File: config.mk
export PLATFORM = sky130hd
export DESIGN_NAME = spc_core
export DESIGN_NICKNAME = d
export VERILOG_FILES = /design/src/core/spc_pkg.sv /design/src/core/spc_edge.sv /design/src/core/spc_fifo.sv /design/src/core/spc_core.sv
export SDC_FILE = /design/constraint.sdc
export NUM_CORES = 1
export LEC_CHECK = 0
export ABC_AREA = 1
export BUFFER_PORTS_ARGS = -buffer_cell sky130_fd_sc_hd__buf_2
export CAP_MARGIN = 20
export CORE_ASPECT_RATIO = 1.1
export CORE_MARGIN = 10
export CORE_UTILIZATION = 40
export DETAILED_ROUTE_END_ITERATION = 7
export SYNTH_ARGS = -nofsm -noshare
export SYNTH_HDL_FRONTEND = slang
export SYNTH_SLANG_ARGS = --single-unit
export TNS_END_PERCENT = 10
File: constraint.sdc
create_clock -name mclk -period 3 [get_ports mclk]
set_input_delay 0.9 -clock mclk [delete_from_list [all_inputs] [get_ports mclk]]
set_output_delay 0.9 -clock mclk [all_outputs]
set_load 0.01 [all_outputs]
File: src/core/spc_pkg.sv
// ==========================================================================
// Shared constants and types for the slave serial/parallel converter.
// ==========================================================================
package spc_pkg;

    // ======================================================================
    // Widths and depths.
    // ======================================================================
    localparam int WORD_W     = 16;
    localparam int BYTE_W     = 8;
    localparam int FIFO_DEPTH = 32;
    localparam int CNT_W      = 5;

    // ======================================================================
    // Transfer lengths, in bits, for the length select.
    // ======================================================================
    localparam logic [CNT_W-1:0] LEN_16 = 5'h10;
    localparam logic [CNT_W-1:0] LEN_8  = 5'h08;

    // ======================================================================
    // Serial data pin source codes; any code with the high bit clear picks
    // the routed matrix signal.
    // ======================================================================
    localparam logic [1:0] SDIO_SHIFT = 2'h2;
    localparam logic [1:0] SDIO_ADC   = 2'h3;
    localparam int         SDIO_HI    = 1;

    // ======================================================================
    // Timing: the sync lead before a parallel load, rounded up to cycles.
    // ======================================================================
    localparam int         CLK_PERIOD_NS = 10;
    localparam int         SYNC_LEAD_NS  = 20;
    localparam int         SYNC_CYCLES   = (SYNC_LEAD_NS + CLK_PERIOD_NS - 1) / CLK_PERIOD_NS;
    localparam logic [1:0] SYNC_LAST     = 2'(SYNC_CYCLES - 1);

    // ======================================================================
    // Reset values.
    // ======================================================================
    localparam logic [WORD_W-1:0] WORD_RST = 16'h0000;
    localparam logic [BYTE_W-1:0] BYTE_ZERO = 8'h00;

    // ======================================================================
    // Sequencer states, one-hot.
    // ======================================================================
    typedef enum logic [2:0] {
        SPC_IDLE = 3'b001,
        SPC_SYNC = 3'b010,
        SPC_XFER = 3'b100
    } spc_state_e;

    // ======================================================================
    // All state of the converter core.
    // ======================================================================
    typedef struct packed {
        spc_state_e        state;
        logic [1:0]        sync_cnt;
        logic [CNT_W-1:0]  bit_cnt;
        logic [WORD_W-1:0] rx_sr;
        logic [WORD_W-1:0] tx_sr;
        logic [WORD_W-1:0] par_word;
        logic              sdo_bit;
        logic              irq;
        logic              pin_out;
        logic              pin_oe;
    } spc_core_s;

    localparam spc_core_s CORE_RST = '{
        state:    SPC_IDLE,
        sync_cnt: 2'h0,
        bit_cnt:  5'h00,
        rx_sr:    WORD_RST,
        tx_sr:    WORD_RST,
        par_word: WORD_RST,
        sdo_bit:  1'b0,
        irq:      1'b0,
        pin_out:  1'b0,
        pin_oe:   1'b0
    };

    // Number of bits in one word for the given length select.
    function automatic logic [CNT_W-1:0] spc_len(input logic byte_mode);
        spc_len = byte_mode ? LEN_8 : LEN_16;
    endfunction

endpackage

File: src/core/spc_edge.sv
`timescale 1ns/1ns
`default_nettype none
// ==========================================================================
// Edge finder for a level that is already synchronous to mclk.
// ==========================================================================
module spc_edge
    import spc_pkg::*;
(
    // Clock and reset.
    input  wire logic mclk,
    input  wire logic rst_n,
    // Level in, edge pulses out.
    input  wire logic level,
    output logic      rise,
    output logic      fall
);

    typedef struct packed {
        logic prev;
        logic armed;
    } spc_edge_s;

    spc_edge_s s_q;
    spc_edge_s s_d;

    // Remember last level; edges wait one cycle after reset, so a level
    // that is already high then does not show a false rise.
    always_comb begin
        s_d.prev  = level;
        s_d.armed = 1'b1;
    end

    always_ff @(posedge mclk) begin
        if (!rst_n) begin
            s_q <= '0;
        end else begin
            s_q <= s_d;
        end
    end

    // Edges are pulses of one cycle, combinational from the live input.
    assign rise = s_q.armed & level & ~s_q.prev;
    assign fall = s_q.armed & ~level & s_q.prev;

endmodule
`default_nettype wire

File: src/core/spc_fifo.sv
`timescale 1ns/1ns
`default_nettype none
// ==========================================================================
// Synchronous FIFO with valid and ready on both sides.
// ==========================================================================
module spc_fifo
    import spc_pkg::*;
#(
    parameter int WIDTH = WORD_W,
    parameter int DEPTH = FIFO_DEPTH
)(
    // Clock and reset.
    input  wire logic             mclk,
    input  wire logic             rst_n,
    // Filling side.
    input  wire logic             in_valid,
    output logic                  in_ready,
    input  wire logic [WIDTH-1:0] in_data,
    // Draining side.
    output logic                  out_valid,
    input  wire logic             out_ready,
    output logic      [WIDTH-1:0] out_data
);

    localparam int AW = $clog2(DEPTH);
    localparam logic [AW:0] FULL_CNT = (AW+1)'(DEPTH);

    typedef struct packed {
        logic [DEPTH-1:0][WIDTH-1:0] mem;
        logic [AW-1:0]               wr_ptr;
        logic [AW-1:0]               rd_ptr;
        logic [AW:0]                 count;
    } spc_fifo_s;

    spc_fifo_s s_q;
    spc_fifo_s s_d;
    logic      push;
    logic      pop;

    // Full and empty follow the occupancy count, so both are exact.
    assign in_ready  = (s_q.count != FULL_CNT);
    assign out_valid = (s_q.count != '0);
    assign out_data  = s_q.mem[s_q.rd_ptr];
    assign push      = in_valid & in_ready;
    assign pop       = out_valid & out_ready;

    // Pointers wrap naturally because the depth is a power of two.
    always_comb begin
        s_d = s_q;
        if (push) begin
            s_d.mem[s_q.wr_ptr] = in_data;
            s_d.wr_ptr          = s_q.wr_ptr + 1'b1;
        end
        if (pop) begin
            s_d.rd_ptr = s_q.rd_ptr + 1'b1;
        end
        if (push && !pop) begin
            s_d.count = s_q.count + 1'b1;
        end else if (pop && !push) begin
            s_d.count = s_q.count - 1'b1;
        end
    end

    always_ff @(posedge mclk) begin
        if (!rst_n) begin
            s_q <= '0;
        end else begin
            s_q <= s_d;
        end
    end

endmodule
`default_nettype wire

File: src/core/spc_core.sv
// Behaviour
// - Polarity 0 idles low; phase 0 samples rising, phase 1 samples falling.
// - Polarity 1 idles high; phase 0 samples falling, phase 1 samples rising.
// - Phase 0 samples on the leading edge, phase 1 on the trailing edge.
// - Phase 0 allows only serial-in, parallel-out transfers.
// - Phase 1 allows both transfer directions.
// - A sync signal halts internal clocks before parallel data is loaded.
// - Buffer mode makes the parallel flops a one-clock data buffer.
// - Source select picks counter words at 0, converter data at 1.
// - Buffer flops are clocked by the routed buffer clock; low byte carries sample.
// - Length bit selects 16 bits at 0, low 8 bits at 1.
// - Direction bit selects serial-in at 0, serial-out at 1.
// - Pin source: 0x routed signal, 10 shift register, 11 converter serial.
// - Phase comes from one config bit, polarity from the next.
// - In phase 1 interrupt rises after the last bit's sampling edge.
// - Interrupt falls on the next word's first bit or chip select rise.
// - With pin source 11, or 10 in a serial-out frame, driver enabled after select falls, released after it rises; source 0x always drives.
// - Serial-in builds a 16-bit word: upper and lower byte groups.
// - Parallel-out 16-bit word: counter a low byte, counter b high byte.
// - Serial clock and chip select come from internal routed signals.
`timescale 1ns/1ns
`default_nettype none
module spc_core
    import spc_pkg::*;
(
    // Clock and reset.
    input  wire logic              mclk,
    input  wire logic              rst_n,
    // Configuration bits, fixed after power-up.
    input  wire logic              phase_select_bit,
    input  wire logic              polarity_select_bit,
    input  wire logic              buffer_mode_en,
    input  wire logic              par_src_adc,
    input  wire logic              byte_mode_8,
    input  wire logic              parallel_to_serial_mode,
    input  wire logic [1:0]        sdio_src_sel,
    // Routed link signals.
    input  wire logic              serial_clock,
    input  wire logic              chip_select_n_input,
    input  wire logic              serial_in_line,
    output logic                   serial_out_line,
    output logic                   serial_out_oe,
    output logic                   transfer_irq,
    // Other serial sources for the shared data pin.
    input  wire logic              matrix_out_bit,
    input  wire logic              adc_serial_bit,
    // Parallel sources and buffer clock.
    input  wire logic [BYTE_W-1:0] state_counter_a,
    input  wire logic [BYTE_W-1:0] state_counter_b,
    input  wire logic [BYTE_W-1:0] adc_word,
    input  wire logic              routed_buffer_clock,
    // Parallel results.
    output logic [WORD_W-1:0]      serial_to_parallel_word,
    output logic                   sync_hold,
    // Received word stream.
    output logic                   rx_space_ok,
    output logic                   rx_word_valid,
    input  wire logic              rx_word_ready,
    output logic [WORD_W-1:0]      rx_word_data
);

    // ======================================================================
    // Declarations.
    // ======================================================================
    spc_core_s         s_q;
    spc_core_s         s_d;
    logic              sclk_rise;
    logic              sclk_fall;
    logic              bufclk_rise;
    logic              cs_active;
    logic              leading;
    logic              trailing;
    logic              sample_edge;
    logic              drive_edge;
    logic              p2s_eff;
    logic [CNT_W-1:0]  len;
    logic              word_done;
    logic              fifo_push;
    logic [WORD_W-1:0] rx_next;
    logic [WORD_W-1:0] rx_word;
    logic [WORD_W-1:0] parallel_load_word;

    // ======================================================================
    // Edge finders for the routed clocks.
    // ======================================================================
    // Serial clock and select reach us through the routing matrix, already
    // synchronous to mclk; the slow link keeps each level for many cycles.
    spc_edge u_sclk_edge (
        .mclk  (mclk),
        .rst_n (rst_n),
        .level (serial_clock),
        .rise  (sclk_rise),
        .fall  (sclk_fall)
    );

    spc_edge u_bufclk_edge (
        .mclk  (mclk),
        .rst_n (rst_n),
        .level (routed_buffer_clock),
        .rise  (bufclk_rise),
        .fall  ()
    );

    // ======================================================================
    // Mode decoding.
    // ======================================================================
    // Leading edge leaves the idle level, trailing edge returns to it.
    assign leading     = polarity_select_bit ? sclk_fall : sclk_rise;
    assign trailing    = polarity_select_bit ? sclk_rise : sclk_fall;
    assign sample_edge = phase_select_bit ? trailing : leading;
    assign drive_edge  = phase_select_bit ? leading : trailing;
    // Serial-out is only honoured with phase 1; phase 0 gives no time to
    // present the first bit before the first edge.
    assign p2s_eff     = parallel_to_serial_mode & phase_select_bit;
    assign len         = spc_len(byte_mode_8);
    assign cs_active   = ~chip_select_n_input;

    // Counter a fills the low byte, counter b the high byte.
    assign parallel_load_word = par_src_adc ? {BYTE_ZERO, adc_word}
                                            : {state_counter_b, state_counter_a};

    // Shift in most significant bit first.
    assign rx_next   = {s_q.rx_sr[WORD_W-2:0], serial_in_line};
    assign rx_word   = byte_mode_8 ? {BYTE_ZERO, rx_next[BYTE_W-1:0]} : rx_next;
    assign word_done = (s_q.state == SPC_XFER) && cs_active && sample_edge
                       && (s_q.bit_cnt == len - 1'b1);
    // A word arriving while the FIFO is full is dropped; rx_space_ok warns.
    assign fifo_push = word_done & ~p2s_eff;

    // ======================================================================
    // Sequencer and shifters.
    // ======================================================================
    // Every piece of state advances here; serial clock edges act only inside a frame.
    always_comb begin
        s_d = s_q;
        case (s_q.state)
            SPC_IDLE: begin
                s_d.bit_cnt  = '0;
                s_d.sync_cnt = 2'h0;
                if (cs_active) begin
                    s_d.state = p2s_eff ? SPC_SYNC : SPC_XFER;
                end
            end
            SPC_SYNC: begin
                // Internal clocks stay gated while the parallel word is caught.
                if (!cs_active) begin
                    s_d.state = SPC_IDLE;
                end else if (s_q.sync_cnt == SYNC_LAST) begin
                    s_d.tx_sr = byte_mode_8 ? {parallel_load_word[BYTE_W-1:0], BYTE_ZERO}
                                            : parallel_load_word;
                    s_d.state = SPC_XFER;
                end else begin
                    s_d.sync_cnt = s_q.sync_cnt + 1'b1;
                end
            end
            SPC_XFER: begin
                if (!cs_active) begin
                    s_d.state   = SPC_IDLE;
                    s_d.bit_cnt = '0;
                    s_d.irq     = 1'b0;
                end else begin
                    if (sample_edge) begin
                        s_d.rx_sr = rx_next;
                        if (word_done) begin
                            s_d.bit_cnt = '0;
                            // Buffer mode owns the parallel flops.
                            if (!p2s_eff && !buffer_mode_en) begin
                                if (byte_mode_8) begin
                                    s_d.par_word[BYTE_W-1:0] = rx_next[BYTE_W-1:0];
                                end else begin
                                    s_d.par_word = rx_next;
                                end
                            end
                            if (phase_select_bit) begin
                                s_d.irq = 1'b1;
                            end
                        end else begin
                            s_d.bit_cnt = s_q.bit_cnt + 1'b1;
                            if (s_q.bit_cnt == '0) begin
                                s_d.irq = 1'b0;
                            end
                        end
                    end
                    if (drive_edge && p2s_eff) begin
                        // Word is not reloaded mid-frame; later words shift zeros.
                        s_d.sdo_bit = s_q.tx_sr[WORD_W-1];
                        s_d.tx_sr   = {s_q.tx_sr[WORD_W-2:0], 1'b0};
                    end
                end
            end
            default: begin
                s_d.state = SPC_IDLE;
            end
        endcase

        // Buffer mode: flops sample the selected source on the routed clock.
        if (buffer_mode_en && bufclk_rise) begin
            s_d.par_word[BYTE_W-1:0] = par_src_adc ? adc_word : state_counter_a;
        end

        // Shared pin source and driver enable, registered.
        if (sdio_src_sel[SDIO_HI]) begin
            s_d.pin_out = (sdio_src_sel == SDIO_ADC) ? adc_serial_bit : s_d.sdo_bit;
            s_d.pin_oe  = cs_active && ((sdio_src_sel == SDIO_ADC) || p2s_eff);
        end else begin
            s_d.pin_out = matrix_out_bit;
            s_d.pin_oe  = 1'b1;
        end
    end

    always_ff @(posedge mclk) begin
        if (!rst_n) begin
            s_q <= CORE_RST;
        end else begin
            s_q <= s_d;
        end
    end

    // ======================================================================
    // Outputs.
    // ======================================================================
    assign serial_out_line         = s_q.pin_out;
    assign serial_out_oe           = s_q.pin_oe;
    assign transfer_irq            = s_q.irq;
    assign serial_to_parallel_word = s_q.par_word;
    assign sync_hold               = (s_q.state == SPC_SYNC);

    // ======================================================================
    // Received word FIFO.
    // ======================================================================
    // The drain side may stall; once full, new words are lost.
    spc_fifo #(
        .WIDTH (WORD_W),
        .DEPTH (FIFO_DEPTH)
    ) u_rx_fifo (
        .mclk      (mclk),
        .rst_n     (rst_n),
        .in_valid  (fifo_push),
        .in_ready  (rx_space_ok),
        .in_data   (rx_word),
        .out_valid (rx_word_valid),
        .out_ready (rx_word_ready),
        .out_data  (rx_word_data)
    );

    // ======================================================================
    // Checks.
    // ======================================================================
    property p_irq_after_lsb;
        @(posedge mclk) disable iff (!rst_n)
        (word_done && phase_select_bit) |=> transfer_irq;
    endproperty
    a_irq_after_lsb: assert property (p_irq_after_lsb)
        else $error("interrupt did not rise after the last bit");

    property p_irq_cs_clear;
        @(posedge mclk) disable iff (!rst_n)
        (s_q.state == SPC_XFER && !cs_active) |=> !transfer_irq;
    endproperty
    a_irq_cs_clear: assert property (p_irq_cs_clear)
        else $error("interrupt still high after select rose");

    property p_irq_msb_clear;
        @(posedge mclk) disable iff (!rst_n)
        (s_q.state == SPC_XFER && cs_active && sample_edge && s_q.bit_cnt == 5'h00
         && !word_done) |=> !transfer_irq;
    endproperty
    a_irq_msb_clear: assert property (p_irq_msb_clear)
        else $error("interrupt not cleared on first bit of next word");

    property p_oe_release;
        @(posedge mclk) disable iff (!rst_n)
        (sdio_src_sel[1] && !cs_active) |=> !serial_out_oe;
    endproperty
    a_oe_release: assert property (p_oe_release)
        else $error("data driver on while select inactive");

    property p_shift_out_oe;
        @(posedge mclk) disable iff (!rst_n)
        (phase_select_bit && parallel_to_serial_mode && sdio_src_sel == 2'h2 && cs_active)
            |=> serial_out_oe;
    endproperty
    a_shift_out_oe: assert property (p_shift_out_oe)
        else $error("data driver off during a shift-out frame");

    property p_phase0_no_shift_out;
        @(posedge mclk) disable iff (!rst_n)
        (!phase_select_bit && sdio_src_sel == 2'h2) |=> !serial_out_oe;
    endproperty
    a_phase0_no_shift_out: assert property (p_phase0_no_shift_out)
        else $error("shift output driven with phase 0");

    property p_sync_lead;
        @(posedge mclk) disable iff (!rst_n)
        (s_q.state == SPC_IDLE && cs_active && p2s_eff)
            |=> (sync_hold && cs_active) [*2] ##1 !sync_hold;
    endproperty
    a_sync_lead: assert property (p_sync_lead)
        else $error("sync not held for two cycles before load");

    property p_buffer_delay;
        @(posedge mclk) disable iff (!rst_n)
        (buffer_mode_en && bufclk_rise && par_src_adc)
            |=> serial_to_parallel_word[7:0] == $past(adc_word);
    endproperty
    a_buffer_delay: assert property (p_buffer_delay)
        else $error("buffered sample wrong one clock after buffer clock");

    property p_word_stable;
        @(posedge mclk) disable iff (!rst_n)
        (!word_done && !(buffer_mode_en && bufclk_rise)) |=> $stable(serial_to_parallel_word);
    endproperty
    a_word_stable: assert property (p_word_stable)
        else $error("parallel word changed without a complete word");

    property p_count_clear;
        @(posedge mclk) disable iff (!rst_n)
        !cs_active |=> s_q.bit_cnt == 5'h00;
    endproperty
    a_count_clear: assert property (p_count_clear)
        else $error("bit count not cleared with select inactive");

    property p_pin_adc;
        @(posedge mclk) disable iff (!rst_n)
        (sdio_src_sel == 2'h3) |=> serial_out_line == $past(adc_serial_bit);
    endproperty
    a_pin_adc: assert property (p_pin_adc)
        else $error("pin does not follow converter serial output");

    property p_byte_push;
        @(posedge mclk) disable iff (!rst_n)
        (rx_word_valid && byte_mode_8) |-> rx_word_data[15:8] == 8'h00;
    endproperty
    a_byte_push: assert property (p_byte_push)
        else $error("upper byte not zero in 8-bit word");

endmodule
`default_nettype wire

# Word-level counts from Yosys, hierarchy flattened
# Cells that the tools add are included.
dict set report totals {
  wordCells 179
  register_bits 594
  out_inout_bits 38
  inputBits 41
}
dict set report op_classes {
  n_addsub 7
  muxes 50
  order_cmp 3
  n_bitwise 16
  eq_ne 18
  n_reduce_logical 35
}
# operator count
set op_table {}
lappend op_table {{bitwise mux 512 bit} 1}
lappend op_table {{2-to-1 mux 16 bit} 11}
lappend op_table {{binary-select mux 16 bit (select 5 bit)} 1}
lappend op_table {{demux 16 bit (select 5 bit)} 1}
lappend op_table {{2-to-1 mux 33 bit} 1}
lappend op_table {{case mux 16 bit (2 select lines)} 1}
lappend op_table {{2-to-1 mux 8 bit} 3}
lappend op_table {{2-to-1 mux 21 bit} 1}
lappend op_table {{nonzero test 2 bit} 9}
lappend op_table {{adder 5 x 1 -> 5 bit, second input constant} 3}
lappend op_table {{2-to-1 mux 3 bit} 5}
lappend op_table {{2-to-1 mux 5 bit} 3}
lappend op_table {{2-to-1 mux 1 bit} 13}
lappend op_table {{less-than comparator 5 x 6 -> 1 bit, second input constant} 2}
lappend op_table {{2-to-1 mux 6 bit} 2}
lappend op_table {{AND 1 bit} 10}
lappend op_table {{logical AND 1 bit} 10}
lappend op_table {{2-to-1 mux 10 bit} 1}
lappend op_table {{inequality test 2 bit, second input constant} 5}
lappend op_table {{case mux 5 bit (2 select lines)} 1}
lappend op_table {{AND reduction 5 bit} 2}
lappend op_table {{case mux 3 bit (3 select lines)} 1}
lappend op_table {{AND reduction 3 bit} 3}
lappend op_table {{adder 6 x 1 -> 6 bit, second input constant} 1}
lappend op_table {{other kinds (25)} 38}

# Depth between registers and ports, before layout
dict set report logic_depth {
  word_depth 13
  ltp_mapped 20
  depth_no_buf 18
}

# Hierarchy
# Synthesis repeated with hierarchy kept, for this count alone.
dict set report unflattened {
  hier_cells 5213
  hier_area_um2 31534.0
}
# mod cells_per_inst seq_area_each_um2 n_inst area_per_inst_um2
set modules_own_cells {}
lappend modules_own_cells {spc_fifo 4634 10570.1 1 27884.2}
lappend modules_own_cells {spc_core 563 1221.2 1 3524.6}
lappend modules_own_cells {spc_edge 8 40.0 2 62.6}

# Least setup slack after synthesis
# No wires, ideal clock.
dict set report synth_timing {
  kind {in2reg}
  startpoint {in serial_clock}
  endpoint {reg u_rx_fifo.s_q[3] (netlist bit)}
  required_ps 2885
  setup_time_ps 115
  arrival_ps 3086
  setup_slack_ps -201
  path_buffers 2
  path_stages 16
  cell_sequence {nand2_1 -> nor2_2 -> nand3_1 -> nand2_2 -> nand3_2 -> nor2_4 -> buf_12 -> buf_4 -> ha_1 -> inv_1 -> ha_1 -> a21oi_1 -> nand2_1 -> xor2_1 -> o21ai_0 -> inv_1}
}
dict set report synth_between {
  elab_chain_len 12
  elab_cells_between_ends 17
  cone_classes {mux: 4; bitwise: 7; reduce/logical: 6}
}
# item line
set synth_lines {}
lappend synth_lines {{start: declaration} spc_core.sv:38} ;# input wire logic serial_clock,
lappend synth_lines {{inverter 1 bit} spc_edge.sv:43} ;# assign fall = s_q.armed & ~level & s_q.prev;
lappend synth_lines {{AND 1 bit (2 in a row)} spc_edge.sv:43}
lappend synth_lines {{2-to-1 mux 1 bit (on tied branches)} {spc_core.sv:108, spc_core.sv:109}}
lappend synth_lines {{2-to-1 mux 1 bit (*)} spc_core.sv:110} ;# assign sample_edge = phase_select_bit ? trailing : leading;
lappend synth_lines {{logical AND 1 bit (*)} spc_core.sv:125} ;# assign word_done = (s_q.state == SPC_XFER) && cs_active && sample_edge
lappend synth_lines {{logical AND 1 bit (*)} spc_core.sv:126} ;# && (s_q.bit_cnt == len - 1'b1);
lappend synth_lines {{AND 1 bit (*)} spc_core.sv:128} ;# assign fifo_push = word_done & ~p2s_eff;
lappend synth_lines {{AND 1 bit (*)} spc_fifo.sv:44} ;# assign push = in_valid & in_ready;
lappend synth_lines {{net u_rx_fifo.push} spc_fifo.sv:37} ;# logic push;
lappend synth_lines {{logical NOT 1 bit} spc_fifo.sv:59} ;# end else if (pop && !push) begin
lappend synth_lines {{logical AND 1 bit} spc_fifo.sv:59}
lappend synth_lines {{nonzero test 2 bit (no source line)} -}
lappend synth_lines {{end signal: assignment} spc_fifo.sv:66} ;# s_q <= '0;
lappend synth_lines {{end signal: assignment} spc_fifo.sv:68} ;# s_q <= s_d;
lappend synth_lines {{end: declaration} spc_fifo.sv:35} ;# spc_fifo_s s_q;
# The timed path passes the listed nets; every way through them passes the cells marked *.
# A chain may end at the register's enable or synchronous reset.

# Final worst setup path
dict set report layout_timing {
  startpoint {reg u_rx_fifo.s_q[6] (netlist bit)}
  endpoint {out rx_word_data[11]}
}
dict set report layout_between {
  elab_chain_len 2
}
# item line
set layout_lines {}
lappend layout_lines {{binary-select mux 16 bit (select 5 bit)} spc_fifo.sv:43} ;# assign out_data = s_q.mem[s_q.rd_ptr];
lappend layout_lines {{2-to-1 mux 16 bit (implied by the code)} spc_fifo.sv:43}
lappend layout_lines {{end: declaration} spc_core.sv:59} ;# output logic [WORD_W-1:0] rx_word_data
# Every way passes these cells. The select of a mux whose other input is x is not followed.

==> flow_metrics.env <==
export IMPL_status="finished, violations left"
export IMPL_violations="negative setup slack"
export IMPL_grt_pass1_vias=26670
export IMPL_async_reset_ff_share_pct=0
export IMPL_wirelength_um=99600
export IMPL_tritoncts="yes"
export IMPL_layout_min_cycle_time_ns=3.31
export IMPL_io_pins=79
export IMPL_synth_seq_cells=592
export IMPL_place_gp_congestion=0.894
export IMPL_synth_cell_types=37
export IMPL_min_from="serial_to_parallel_word[10]$_SDFFE_PN0P_"
export IMPL_synth_largest_area_cell="dfxtp_1"
export IMPL_setup_viol=16
export IMPL_start_kind="flip-flop"
export IMPL_first_iter_violations=2459
export IMPL_synthCells=4916
export IMPL_hold_viol_final=0
export IMPL_cts_sink_count=592
export IMPL_start_util_pct=40.3
export IMPL_critPathLaunch="u_rx_fifo.s_q[6]$_SDFFE_PN0P_"
export IMPL_synth_area_per_cell_um2=6.21
export IMPL_clkTransAtPathRegs_ns=0.07
export IMPL_core_rowCount=106
export IMPL_synthTopCellsByArea="dfxtp_1 (39%), nand2_1 (16%), nor2_1 (14%), inv_1 (8.1%), o21ai_0 (5.2%)"
export IMPL_antenna_found_initial=1
export IMPL_io_buffers=78
export IMPL_crit_path_max_fanout=8
export IMPL_area_growth_syn_to_layout_pct=17.4
export IMPL_worst_pin_slew_ns=0.913
export IMPL_ys_flop_type="dfxtp_1"
export IMPL_slew_headroom_pct=39.1
export IMPL_drive_above_1_share_pct=11.0
export IMPL_synth_edf_count=0
export IMPL_drc=0
export IMPL_final_util_pct=47.3
export IMPL_arrival_ns=2.41
export IMPL_tns_ns=-4.47
export IMPL_clockRootBuffer="clkbuf_16"
export IMPL_mappedNetlistArea_um2=30600
export IMPL_dpl_hpwl_um=60900
export IMPL_finalCritPeriodShare_pct=110
export IMPL_peakVddDrop_v=0.000554
export IMPL_worstSkewPairLatency_ns=0.61
export IMPL_finalPower_mw=23.1
export IMPL_clock_skew_ns=0.0219
export IMPL_die_h_um=310
export IMPL_hp_class="reg2reg"
export IMPL_synth_top_area_share_pct=38.8
export IMPL_track_usage_pct=22.2
export IMPL_synth_seq_area_share_pct=38.8
export IMPL_critical_path_class="reg2out"
export IMPL_powerDensity_nw_per_um2=645
export IMPL_setup_ws_ns=-0.315
export IMPL_gr_total_overflow=0
export IMPL_nets=4950
export IMPL_grt_pass1_wl_um=155000
export IMPL_synth_common_cells="nand2_1 (1330), nor2_1 (1106), inv_1 (656), dfxtp_1 (592), o21ai_0 (315)"
export IMPL_drv_slew=0
export IMPL_critical_path_required_ns=2.10
export IMPL_core_um2=75900
export IMPL_postRouteAntennaNets=0
export IMPL_wl_per_cell_um=16.7
export IMPL_rsz0062_at_grt="true"
export IMPL_h_tree_depth=3
export IMPL_synth_warnings=0
export IMPL_die_area_um2=87800
export IMPL_p_leak_nw=18.7
export IMPL_vias_per_cell=4.83
export IMPL_maxCapViolCount=0
export IMPL_fp_dieW_um=284
export IMPL_reg2reg_from="s_q[52]$_SDFFE_PN0P_"
export IMPL_dr_pass1_iters=6
export IMPL_clk_path_buf_depth=3
export IMPL_grt_max_degree=77
export IMPL_antenna_cells=0
export IMPL_cts_buffers=67
export IMPL_synthesis_nets=4971
export IMPL_fmax_mhz=302
export IMPL_vias=28831
export IMPL_synth_most_common_cell="nand2_1"
export IMPL_endpoint_kind="primary output"
## per-stage QoR
step / instances / cell area (µm²) / hold slack (ns) / worst slack, ns
2_1_floorplan: 4916 / 30600 / 0.433 / 0.0180
3_3_place_gp: 5827 / 32400 / 0.448 / 0.0898
3_5_place_dp: 5827 / 32400 / 0.450 / 0.0518
4_1_cts: 5962 / 35600 / 0.455 / -0.311
5_1_grt: 5964 / 35900 / 0.481 / -0.403
6_report: 5964 / 35900 / 0.456 / -0.315
## final timing paths
check,slack [ns],cells past startpoint,to
worst max register to register,0.50,18,u_rx_fifo.s_q[5]$_SDFFE_PN0P_
worst max-delay path,-0.31,11,rx_word_data[11]
worst min-delay path,0.46,2,serial_to_parallel_word[10]$_SDFFE_PN0P_
worst min register to register,0.46,2,serial_to_parallel_word[10]$_SDFFE_PN0P_
## kinds of logic (layout without fill, tap and decap cells)
logic type | after synthesis | count (layout) | share of synthesized area [%]
compound gates | 625 | 625 | 10.6
xor+xnor | 8 | 8 | 0.229
fa+ha+maj | 14 | 14 | 0.598
buf+inv | 1017 | 1039 | 14.6
flops | 592 | 592 | 38.8
simple gates | 2660 | 2660 | 35.2
## where the power goes
group	internal [mW]	switching [mW]
Clock	4.98	3.37
Sequential	7.94	0.100
Combinational	2.69	4.04
Total	15.6	7.52
## critical path, cell delays in order (launching register included)
cell and delay, ns:
dfxtp_4 0.42, buf_12 0.20, inv_16 0.07, buf_12 0.14, buf_16 0.14, o21ai_0 0.14
nand3_1 0.11, nand2_1 0.18, nor2_1 0.07, nor2_2 0.15, a21oi_4 0.04, buf_6 0.13
## final cells by class
type                    count  area [µm²]
clock buffers             102        1990
clock inverters            10         183
inverters                 663        2510
well taps                1026        1280
flip-flops and latches    592       11900
multi-input cells        3307       14900
fillers                  7884       40000
repair inverters            3        48.8
repair buffers            261        3120
## cells in the final DEF, fill, tap and decap left out, types with 18 or more instances in the layout
cell type / synthesis / layout
o22ai_1: 28 / 18
nand3_2: 3 / 34
clkbuf_1: 148 / 19
nand4_1: 59 / 59
clkbuf_16: 0 / 71
nand2_1: 1330 / 1309
o21ai_1: 0 / 50
a21oi_1: 255 / 222
nor2_1: 1106 / 1089
buf_2: 69 / 65
o211ai_1: 22 / 22
buf_12: 3 / 63
o21ai_0: 315 / 255
nand3_1: 113 / 81
buf_6: 57 / 21
nand2_2: 3 / 23
nand3_4: 28 / 29
a21oi_2: 0 / 25
buf_4: 21 / 89
inv_1: 656 / 650
dfxtp_1: 592 / 590
## routing by layer
| metal | part of all wire [%] | track usage (%) | up-vias |
|---|---|---|---|
| met5 | 0 | 0 | - |
| met2 | 45 | 36.3 | 910 |
| met4 | 4.3 | 10.1 | 0 |
| met1 | 44 | 28.5 | 12949 |
| met3 | 6.6 | 3.52 | 177 |
| li1 | - | - | 14795 |
## flip-flops by register name, summed over array words and instances, names as in the netlist
name	count
u_bufclk_edge.s_q	2
serial_out_oe	1
rx_next	15
transfer_irq	1
serial_out_line	1
serial_to_parallel_word	16
s_q	27
u_rx_fifo.s_q	528
u_sclk_edge.s_q	1
## timing repair
action / CTS / global route
setup endpoints to repair: 16 / 16
pin swaps: 64 / 23
gates cloned: 16 / 2
hold buffers: 0 / 0
setup buffers: 11 / 0
gates resized for setup: 191 / 60
(Power assumes the default switching activity.)
